<file path="src/inc/sac_regs.vh">
`ifndef SAC_REGS_VH
`define SAC_REGS_VH

// Register byte offsets
`define SAC_OFF_CTRL       12'h000
`define SAC_OFF_STATUS     12'h004
`define SAC_OFF_VIOL       12'h008
`define SAC_OFF_EDGES      12'h00c
`define SAC_OFF_LATCHES    12'h010

// Control field positions
`define SAC_CTRL_FREEZE    0
`define SAC_CTRL_FORCE_MAX 1

// Status field positions
`define SAC_ST_ATT_LSB     0
`define SAC_ST_SHIFT_LSB   8
`define SAC_ST_SERIAL      16
`define SAC_ST_STROBE      17

// Violation flag positions
`define SAC_V_SCK_FAST     0
`define SAC_V_STB_NARROW   1
`define SAC_V_STB_CLOSE    2
`define SAC_V_PAR_NOT_LOW  3

// Word width and reset values
`define SAC_WORD_W         6
`define SAC_ATT_RESET      6'h3f
`define SAC_CTRL_RESET     2'h0

// Timing, figures in ns and derived cycle counts (least times round up)
`define SAC_CLK_NS         4
`define SAC_T_SCK_NS       70
`define SAC_T_LEW_NS       30
`define SAC_T_LES_NS       600
`define SAC_SCK_CYC        ((`SAC_T_SCK_NS + `SAC_CLK_NS - 1) / `SAC_CLK_NS)
`define SAC_LEW_CYC        ((`SAC_T_LEW_NS + `SAC_CLK_NS - 1) / `SAC_CLK_NS)
`define SAC_LES_CYC        ((`SAC_T_LES_NS + `SAC_CLK_NS - 1) / `SAC_CLK_NS)

`endif

</file>
<file path="src/rtl/sac_sync.v">
`timescale 1ns/1ns
`default_nettype none

module sac_sync #(
  parameter W = 10
) (
  input  wire         pclk,
  input  wire         presetn,
  input  wire [W-1:0] async_in,
  output wire [W-1:0] sync_out
);

  reg [W-1:0] meta_q;
  reg [W-1:0] stable_q;

  // Two flops; first stage read only by the second
  always @(posedge pclk or negedge presetn)
  begin
    if (!presetn)
    begin
      meta_q   <= {W{1'b0}};
      stable_q <= {W{1'b0}};
    end
    else
    begin
      meta_q   <= async_in;
      stable_q <= meta_q;
    end
  end

  assign sync_out = stable_q;

endmodule

`default_nettype wire

</file>
<file path="src/rtl/sac_shift.v">
`timescale 1ns/1ns
`default_nettype none
`include "sac_regs.vh"

module sac_shift #(
  parameter W = 6
) (
  input  wire         pclk,
  input  wire         presetn,
  input  wire         shift_en,
  input  wire         bit_in,
  output wire [W-1:0] word
);

  reg [W-1:0] word_q;

  // First bit in ends at the top, so it carries the heaviest weight
  always @(posedge pclk or negedge presetn)
  begin
    if (!presetn)
      word_q <= {W{1'b1}};
    else if (shift_en)
      word_q <= {word_q[W-2:0], bit_in};
  end

  assign word = word_q;

endmodule

`default_nettype wire

</file>
<file path="src/rtl/sac_top.v">
// Implementation choices: the APB register port and the placing of the registers.
`timescale 1ns/1ns
`default_nettype none
`include "sac_regs.vh"

module sac_top #(
  parameter W     = `SAC_WORD_W,
  parameter CNT_W = 16
) (
  input  wire        pclk,
  input  wire        presetn,
  input  wire        psel,
  input  wire        penable,
  input  wire        pwrite,
  input  wire [11:0] paddr,
  input  wire [31:0] pwdata,
  output reg  [31:0] prdata,
  output reg         pready,
  output reg         pslverr,
  input  wire        serial_clk,
  input  wire        serial_data_in,
  input  wire        word_strobe,
  input  wire        interface_select,
  input  wire        att_bit_16db,
  input  wire        att_bit_8db,
  input  wire        att_bit_4db,
  input  wire        att_bit_2db,
  input  wire        att_bit_1db,
  input  wire        att_bit_half_db,
  output reg  [W-1:0] att_state
);

  localparam integer SCK_CYC_I   = `SAC_SCK_CYC;
  localparam integer STB_W_CYC_I = `SAC_LEW_CYC;
  localparam integer STB_S_CYC_I = `SAC_LES_CYC;
  // Counts cut to the counter width on purpose; all of them fit in eight bits
  localparam [7:0]   SCK_CYC     = SCK_CYC_I[7:0];
  localparam [7:0]   STB_W_CYC   = STB_W_CYC_I[7:0];
  localparam [7:0]   STB_S_CYC   = STB_S_CYC_I[7:0];

  // Saturating counters, used for timing and statistics
  function [7:0] sat_inc8;
    input [7:0] v;
    begin
      sat_inc8 = (v == 8'hff) ? v : v + 8'h01;
    end
  endfunction

  function [CNT_W-1:0] sat_inc_cnt;
    input [CNT_W-1:0] v;
    begin
      sat_inc_cnt = (&v) ? v : v + {{(CNT_W-1){1'b0}}, 1'b1};
    end
  endfunction

  wire [9:0]   pins_raw;
  wire [9:0]   pins_s;
  wire         sclk_s;
  wire         sdata_s;
  wire         strobe_s;
  wire         serial_mode;
  wire [W-1:0] par_word;
  wire [W-1:0] shift_word;
  wire         sclk_rise;
  wire         shift_en;
  wire         strobe_rise;
  wire         strobe_fall;

  reg          sclk_prev_q;
  reg          strobe_prev_q;
  reg  [1:0]   ctrl_q;
  reg  [3:0]   viol_q;
  reg  [3:0]   viol_d;
  reg  [3:0]   viol_set;
  reg  [7:0]   sck_gap_q;
  reg  [7:0]   stb_width_q;
  reg  [7:0]   stb_space_q;
  reg          stb_seen_q;
  reg  [CNT_W-1:0] edges_q;
  reg  [CNT_W-1:0] latches_q;
  reg  [W-1:0] att_d;
  reg  [31:0]  rd_data;
  reg          rd_err;

  // Pins arrive from the host's domain, so everything goes through the synchroniser
  assign pins_raw = {serial_clk, serial_data_in, word_strobe, interface_select,
                     att_bit_16db, att_bit_8db, att_bit_4db, att_bit_2db,
                     att_bit_1db, att_bit_half_db};

  sac_sync #(
    .W        (10)
  ) u_sync (
    .pclk     (pclk),
    .presetn  (presetn),
    .async_in (pins_raw),
    .sync_out (pins_s)
  );

  assign sclk_s      = pins_s[9];
  assign sdata_s     = pins_s[8];
  assign strobe_s    = pins_s[7];
  assign serial_mode = pins_s[6];
  assign par_word    = pins_s[5:0];

  // Edge history of the synchronised clock and strobe
  always @(posedge pclk or negedge presetn)
  begin
    if (!presetn)
    begin
      sclk_prev_q   <= 1'b0;
      strobe_prev_q <= 1'b0;
    end
    else
    begin
      sclk_prev_q   <= sclk_s;
      strobe_prev_q <= strobe_s;
    end
  end

  assign sclk_rise   = sclk_s & ~sclk_prev_q;
  assign strobe_rise = strobe_s & ~strobe_prev_q;
  assign strobe_fall = ~strobe_s & strobe_prev_q;
  // Clock masked while strobe high; parallel mode never shifts
  assign shift_en    = sclk_rise & ~strobe_s & serial_mode;

  // Data and clock share the same synchroniser delay, so setup holds
  sac_shift #(
    .W        (W)
  ) u_shift (
    .pclk     (pclk),
    .presetn  (presetn),
    .shift_en (shift_en),
    .bit_in   (sdata_s),
    .word     (shift_word)
  );

  // Next attenuation: level-sensitive transfer while strobe is high
  always @*
  begin
    att_d = att_state;
    if (strobe_s && !ctrl_q[`SAC_CTRL_FREEZE])
    begin
      if (serial_mode)
        att_d = shift_word;
      else
        att_d = par_word;
    end
    if (ctrl_q[`SAC_CTRL_FORCE_MAX])
      att_d = `SAC_ATT_RESET;
  end

  // Power-up state is maximum attenuation in every mode
  always @(posedge pclk or negedge presetn)
  begin
    if (!presetn)
      att_state <= `SAC_ATT_RESET;
    else
      att_state <= att_d;
  end

  // Gap since last serial clock edge, to flag a host clock too fast
  always @(posedge pclk or negedge presetn)
  begin
    if (!presetn)
      sck_gap_q <= 8'hff;
    else if (sclk_rise)
      sck_gap_q <= 8'h01;
    else
      sck_gap_q <= sat_inc8(sck_gap_q);
  end

  // Strobe width and spacing; first pulse after reset has no spacing check
  always @(posedge pclk or negedge presetn)
  begin
    if (!presetn)
    begin
      stb_width_q <= 8'h00;
      stb_space_q <= 8'h00;
      stb_seen_q  <= 1'b0;
    end
    else
    begin
      if (strobe_rise)
        stb_width_q <= 8'h01;
      else if (strobe_s)
        stb_width_q <= sat_inc8(stb_width_q);
      if (strobe_fall)
      begin
        stb_space_q <= 8'h01;
        stb_seen_q  <= 1'b1;
      end
      else if (!strobe_s)
        stb_space_q <= sat_inc8(stb_space_q);
    end
  end

  // Host-side misbehaviour is only reported, never acted on
  always @*
  begin
    viol_set = 4'h0;
    viol_set[`SAC_V_SCK_FAST]    = sclk_rise && (sck_gap_q < SCK_CYC);
    viol_set[`SAC_V_STB_NARROW]  = strobe_fall && (stb_width_q < STB_W_CYC);
    viol_set[`SAC_V_STB_CLOSE]   = strobe_rise && stb_seen_q && (stb_space_q < STB_S_CYC);
    viol_set[`SAC_V_PAR_NOT_LOW] = serial_mode && (par_word != {W{1'b0}});
  end

  // Write-one-to-clear; a new event in the clearing cycle still sets
  always @*
  begin
    viol_d = viol_q;
    if (psel && penable && pready && pwrite && (paddr == `SAC_OFF_VIOL))
      viol_d = viol_q & ~pwdata[3:0];
    viol_d = viol_d | viol_set;
  end

  // Event statistics
  always @(posedge pclk or negedge presetn)
  begin
    if (!presetn)
    begin
      viol_q    <= 4'h0;
      edges_q   <= {CNT_W{1'b0}};
      latches_q <= {CNT_W{1'b0}};
    end
    else
    begin
      viol_q <= viol_d;
      if (shift_en)
        edges_q <= sat_inc_cnt(edges_q);
      if (strobe_rise)
        latches_q <= sat_inc_cnt(latches_q);
    end
  end

  // Read mux; unmapped addresses answer with an error and zero data
  always @*
  begin
    rd_data = 32'h0000_0000;
    rd_err  = 1'b0;
    case (paddr)
      `SAC_OFF_CTRL:
        rd_data[1:0] = ctrl_q;
      `SAC_OFF_STATUS:
      begin
        rd_data[`SAC_ST_ATT_LSB +: W]   = att_state;
        rd_data[`SAC_ST_SHIFT_LSB +: W] = shift_word;
        rd_data[`SAC_ST_SERIAL]         = serial_mode;
        rd_data[`SAC_ST_STROBE]         = strobe_s;
      end
      `SAC_OFF_VIOL:
        rd_data[3:0] = viol_q;
      `SAC_OFF_EDGES:
        rd_data[CNT_W-1:0] = edges_q;
      `SAC_OFF_LATCHES:
        rd_data[CNT_W-1:0] = latches_q;
      default:
        rd_err = 1'b1;
    endcase
  end

  // APB slave: one wait state, so every access completes on its second access cycle
  always @(posedge pclk or negedge presetn)
  begin
    if (!presetn)
    begin
      pready  <= 1'b0;
      prdata  <= 32'h0000_0000;
      pslverr <= 1'b0;
      ctrl_q  <= `SAC_CTRL_RESET;
    end
    else
    begin
      if (psel && penable && !pready)
      begin
        pready  <= 1'b1;
        prdata  <= pwrite ? 32'h0000_0000 : rd_data;
        pslverr <= rd_err;
      end
      else
      begin
        pready  <= 1'b0;
        prdata  <= 32'h0000_0000;
        pslverr <= 1'b0;
      end
      if (psel && penable && pready && pwrite && (paddr == `SAC_OFF_CTRL))
        ctrl_q <= pwdata[1:0];
    end
  end

endmodule

`default_nettype wire

</file>
<file path="config.mk">
export PLATFORM = sky130hd
export DESIGN_NAME = sac_top
export DESIGN_NICKNAME = d
export VERILOG_FILES = /design/src/rtl/sac_sync.v /design/src/rtl/sac_shift.v /design/src/rtl/sac_top.v
export VERILOG_INCLUDE_DIRS = /design/src /design/src/inc
export SDC_FILE = /design/constraint.sdc
export NUM_CORES = 1
export LEC_CHECK = 0
export ABC_AREA = 1
export BUFFER_PORTS_ARGS = -buffer_cell sky130_fd_sc_hd__clkbuf_2
export CORE_MARGIN = 2
export CORE_UTILIZATION = 50
export CTS_CLUSTER_DIAMETER = 60
export DETAILED_ROUTE_END_ITERATION = 10
export PLACE_DENSITY_LB_ADDON = 0.3
export SLEW_MARGIN = 40
export SYNTH_ARGS = -nofsm -noshare
export SYNTH_HDL_FRONTEND = slang
export SYNTH_HIERARCHICAL = 1
export SYNTH_SLANG_ARGS = --single-unit
</file>
<file path="constraint.sdc">
create_clock -name pclk -period 1.9 [get_ports pclk]
set_clock_uncertainty 0.05 [all_clocks]
set_input_delay 0.19 -clock pclk [delete_from_list [all_inputs] [get_ports pclk]]
set_output_delay 0.19 -clock pclk [all_outputs]
set_load 0.005 [all_outputs]
</file>
# After elaboration in Yosys (flattened, before gate mapping)
# Cells that the tools add are included.
# Widths: inputs -> output; s select.
# classes
n_addsub	5
magnitude_cmp	3
bitwise	13
muxes	24
reduce_logical	25
n_eq_ne	11
# ops
operator	n
$mux 8	8
$mux 18	2
$add 16x1->16 const B	2
$reduce_and 16->1	2
$add 8x1->8 const B	3
$eq 12x4->1 const B	2
$eq 8x8->1 const B	3
$mux 6	3
$pmux 6 s3	1
$eq 12x3->1 const B	1
$eq 12x5->1 const B	1
$logic_and 1x1->1	12
$logic_not 12->1	1
$pmux 2 s5	1
$lt 8x4->1 const B	1
$lt 8x5->1 const B	1
$lt 8x8->1 const B	1
$ne 2x2->1 const B	4
$pmux 2 s2	2
$pmux 2 s4	1
$reduce_and 2->1	4
$pmux 2 s3	1
$reduce_bool 6->1	1
$and 1x1->1	5
other kinds (10)	18
# totals
ff_bits	131
in_bits	59
output_inout_bits	40
elab_cells	98

# Logic depth before layout (Yosys ltp)
# depth
depth_word	6
depth_mapped	10
mapped_depth_nobuf	9

# Modules after synthesis
# The synthesis kept the hierarchy.
# by_module_without_submodules
module	cells_per_inst	seq_area_each_um2	area_each_um2	instances
sac_top	702	2294.7	5292.6	1
sac_sync	20	500.5	500.5	1
sac_shift	25	157.7	229.0	1

# Least setup slack after synthesis
# Ideal clock, no wire load.
# synth_path
path_type	register to register
startpoint	register u_sync.stable_q[6] (netlist: u_sync/sync_out[6])
endpoint	register edges_q[12]
slack_ps	339
setup_time_ps	116
path_stages_with_launch	9
required_ps	1734
arrival_ps	1395
n_path_buf	3
synth_period_minus_slack_ps	1561
cell_sequence	dfrtp_1 > buf_4 > inv_1 > nor3_2 > nand2_2 > buf_6 > buf_12 > nand2_1 > nand2_1
# synth_via
elab_chain_len	2
# synth_lines
item	line_no	text
start: declaration	sac_sync.v:14	reg [W-1:0] stable_q;
start signal: assignment	sac_sync.v:22	stable_q <= {W{1'b0}};
start signal: assignment	sac_sync.v:27	stable_q <= meta_q;
$and 1x1->1	sac_top.v:124	assign shift_en = sclk_rise & ~strobe_s & serial_mode;
via shift_en	sac_top.v:65	wire shift_en;
$reduce_and 2->1 (no line)	--	
end signal: assignment	sac_top.v:222	edges_q <= {CNT_W{1'b0}};
end signal: assignment	sac_top.v:229	edges_q <= sat_inc_cnt(edges_q);
end: declaration	sac_top.v:79	reg [CNT_W-1:0] edges_q;
# The timed path passes the listed nets, and every way through them passes these cells.
# A chain may end at the register's enable or synchronous reset.

# Final worst setup path
# layout_path
startpoint	register stb_width_q[0]
endpoint	register stb_width_q[0]
# layout_via
elab_chain_len	4
word_cells_on_any_way	7
classes_between	add/sub (1); eq/ne (2); mux (3); reduce/logical (1)
# layout_lines
item	line_no	text
start: declaration	sac_top.v:76	reg [7:0] stb_width_q;
start signal: assignment	sac_top.v:186	stb_width_q <= sat_inc8(stb_width_q);
$add 8x1->8	sac_top.v:45	sat_inc8 = (v == 8'hff) ? v : v + 8'h01;
$mux 8	sac_top.v:45	
$mux 8	sac_top.v:185	else if (strobe_s)
$mux 8	sac_top.v:183	if (strobe_rise)
# Several ways; a longest one is shown, not always the timed one. The select of a mux whose other input is x is not followed.

==> run metrics <==
status complete, no violations; RSZ-0062 raised after global routing no; Hold Crit Class in2reg; Clock Latency Late Sink 420 ps; sequential fraction of the synthesis area 49.0%; sw frac 26.4%; Critical Path AT 1970 ps; synth unique cells 38; min cycle time layout 1690 ps; worst-path cell chain ha_1 > nand2_1 > nor3_2 > nand3_1 > nand2_1 > buf_4 > nand2_1 > o21ai_0; dpl ws 148 ps; most common cell in the synthesized netlist nand2_1; register area 2950 um^2; IO buf count 56; cts bufs inserted 17; initial antenna violation count 0; Mean Syn Cell Area 8.06 um^2; Vias 5067; DR pass1 iterations 5; Synth Area in Simple Gates 32.4%; Synthesis Warnings 6; drt initial violations 217; Max-Slew Margin vs Limit 65.4%; Synth Area in XOR/XNOR 4.22%; Leak Pwr 3.48 nW; Cell Pwr Density 972 nW/um^2; Cell Area, Synth 6020 um^2; H-tree depth 4; clk root buf clkbuf_16; post-CTS setup buffers 0; Initial Utilization 50.8%; Startpoint Class register; NumNets Final 903; Worst-path clk slew 60 ps; Synth top area share 40.3%; Slew @ Worst Pin 519 ps; Switch Pwr 1.87 mW; synth top area cells dfrtp_1 40%, nand2_1 14%, dfstp_2 8.7%; final hold vios 0; Layout area overhead 20.8%; CTS Buffer Depth 2; Ports 99; TNS Setup 0 ps; final setup margin 209 ps; WL final 13200 um; CTS tree yes; Worst IR Drop VDD 0.647 mV; largest net degree at the start of global routing 36; Compound-Gate Fraction of Synth Area 4.80%; CP endpoint kind register; Clk network pwr share 46.5%; antenna cells 0; Top delay family on crit path simple AND/OR/NAND/NOR gates; top_reg_cell synth dfrtp_1; CTS sink cnt 117; routed len/inst 13.2 um; Worst EP required 2180 ps; adder-cell share of the synthesized area 1.04%; WS Path Type reg2reg; Seq cells post-synth 117; Critical Path Most Common Cell nand2_1; post-synthesis mux area share 0.332%; Flop pwr share 43.1%; Post-DP HPWL 9750 um; Crit Path Max Fanout 8; max_cap viols 0; first-pass GRT wire length 22800 um; number of synthesized flops with an enable pin 0; Combinational Power Share 10.4%; routing usage on met1 28.1%; FFs w/ async S/R, synth 100%; Most Used Layer, Global Route met2; final worst-path cycle share 89.0%; Final Max Slew Viols 0; CP max stage delay 410 ps; Worst Path Buf+Inv 1; top cells by count, synth 225 x nand2_1, 97 x dfrtp_1, 83 x nor2_1; DRC 0; cells after synthesis 747; DR vias/cell 5.07; M2 GR Usage 37.4%; multi-input combinational cell area 2640 um^2; die area 12900 um^2; slowest CP cell dfrtp_1; GPL Wtd Cong 0.925; Pint 5.20 mW; vias in the first global route 5011; FILL cells 1017; met3 global-route usage 4.20%; GRT Resource Usage Total 22.6%; area leader, netlist dfrtp_1; setup violators final 0; Placed Cells 950; die width 114 um; Detail Route Antenna Nets 0; total grt overflow 0; share of cells above drive strength 1 18.9%; Core Util, Final 61.3%; final non-filler cell total 999; overall die height 114 um; core area 11900 um^2; main combinational cell family by area after synthesis simple AND/OR/NAND/NOR gates; floorplan row count 40; Max Freq 0.591 GHz
==> worst paths after layout <==
path | startpoint | endpoint | slack [ps] | depth (start not counted)
hold / removal | psel | pslverr$_DFF_PN0_ | 70 | 5
setup / recovery | stb_width_q[0]$_DFFE_PN0P_ | stb_width_q[0]$_DFFE_PN0P_ | 210 | 8
min in group asynchronous | presetn | latches_q[12]$_DFFE_PN0P_ | 240 | 2
setup reg to reg | stb_width_q[0]$_DFFE_PN0P_ | stb_width_q[0]$_DFFE_PN0P_ | 210 | 8
hold reg to reg | u_sync/meta_q[2]$_DFF_PN0_ | u_sync/sync_out[2]$_DFF_PN0_ | 300 | 0
max in group asynchronous | presetn | att_state[2]$_DFFE_PN1P_ | 930 | 3
==> power by group through the flow <==
| stage | combinational (mW) | sequential [mW] | clock (mW) |
|---|---|---|---|
| floorplan | 0.556 | 2.98 | 0 |
| global placement | 0.680 | 3.07 | 0 |
| detailed placement | 0.704 | 3.09 | 0 |
| CTS | 0.740 | 3.05 | 3.35 |
| global route | 0.860 | 3.09 | 3.45 |
| finish | 0.734 | 3.05 | 3.29 |
==> cells in the final DEF (no fill, tap or decap), drive strengths merged <==
master	n
bufinv	3
ha	5
dfrtp	97
dfstp	20
inv	73
nand4	14
xor2	21
o21ai	40
nor3	16
dlygate4sd3	17
a21o	1
a31oi	1
clkinvlp	2
nor4	1
nand3b	2
buf	17
nand2	231
nor2	94
or2	6
a21oi	8
a41oi	4
conb	14
mux2i	2
clkbuf	73
clkinv	6
xnor2	8
nand3	76
==> through the flow <==
step	instance area (um^2)	total power [mW]	hold WS, ps
2_1_floorplan	6070	3.54	-156
3_5_place_dp	6480	3.79	154
5_1_grt	7270	7.40	110
6_report	7270	7.07	71.4
3_3_place_gp	6480	3.75	153
4_1_cts	7260	7.13	62.9
==> final cells by class <==
cell class              instances  area share (%)
clock buffers                  18            6.04
clock inverters                14            2.41
inverters                      70            3.61
multi-input cells             544            36.2
flip-flops and latches        117            40.6
well taps                     147            2.53
repair buffers                 89            8.57
==> worst reg2reg max path, cell delays in order (launching register included) <==
cell and delay (ps):
dfrtp_1 410, ha_1 210, nand2_1 90, nor3_2 170, nand3_1 100, nand2_1 220, buf_4 200, nand2_1 50
o21ai_0 100
==> state kept, by name (all words and copies together), names as in the netlist, 2 cells and up <==
name / cells
u_sync/meta_q: 10
stb_width_q: 8
u_shift/word: 6
viol_q: 4
sck_gap_q: 8
stb_space_q: 8
u_sync/sync_out: 10
latches_q: 16
edges_q: 16
att_state: 6
ctrl_q: 2
prdata: 18
==> timing repair <==
action,CTS,global route
setup endpoints to repair,0,15
endpoints found under the hold margin,47,0
resized for setup,0,2
hold buffers,17,0
==> cells by family after synthesis <==
logic type,count (synthesis)
xor gates and xnor gates,29
buffers and inverters,99
muxes,2
DFF,117
adders and majority gates,5
and+or+nand+nor,440
other,1
AOI/OAI and AO/OA,54
==> metal layers <==
| layer | wire, um | vias to the layer above | share of wire (%) |
|---|---|---|---|
| met5 | 0 | - | 0 |
| met4 | 354 | 0 | 2.7 |
| met3 | 612 | 29 | 4.6 |
| met2 | 6430 | 117 | 49 |
| met1 | 5820 | 2376 | 44 |
| li1 | - | 2545 | - |
No activity file was read; power rests on OpenSTA's default activity.
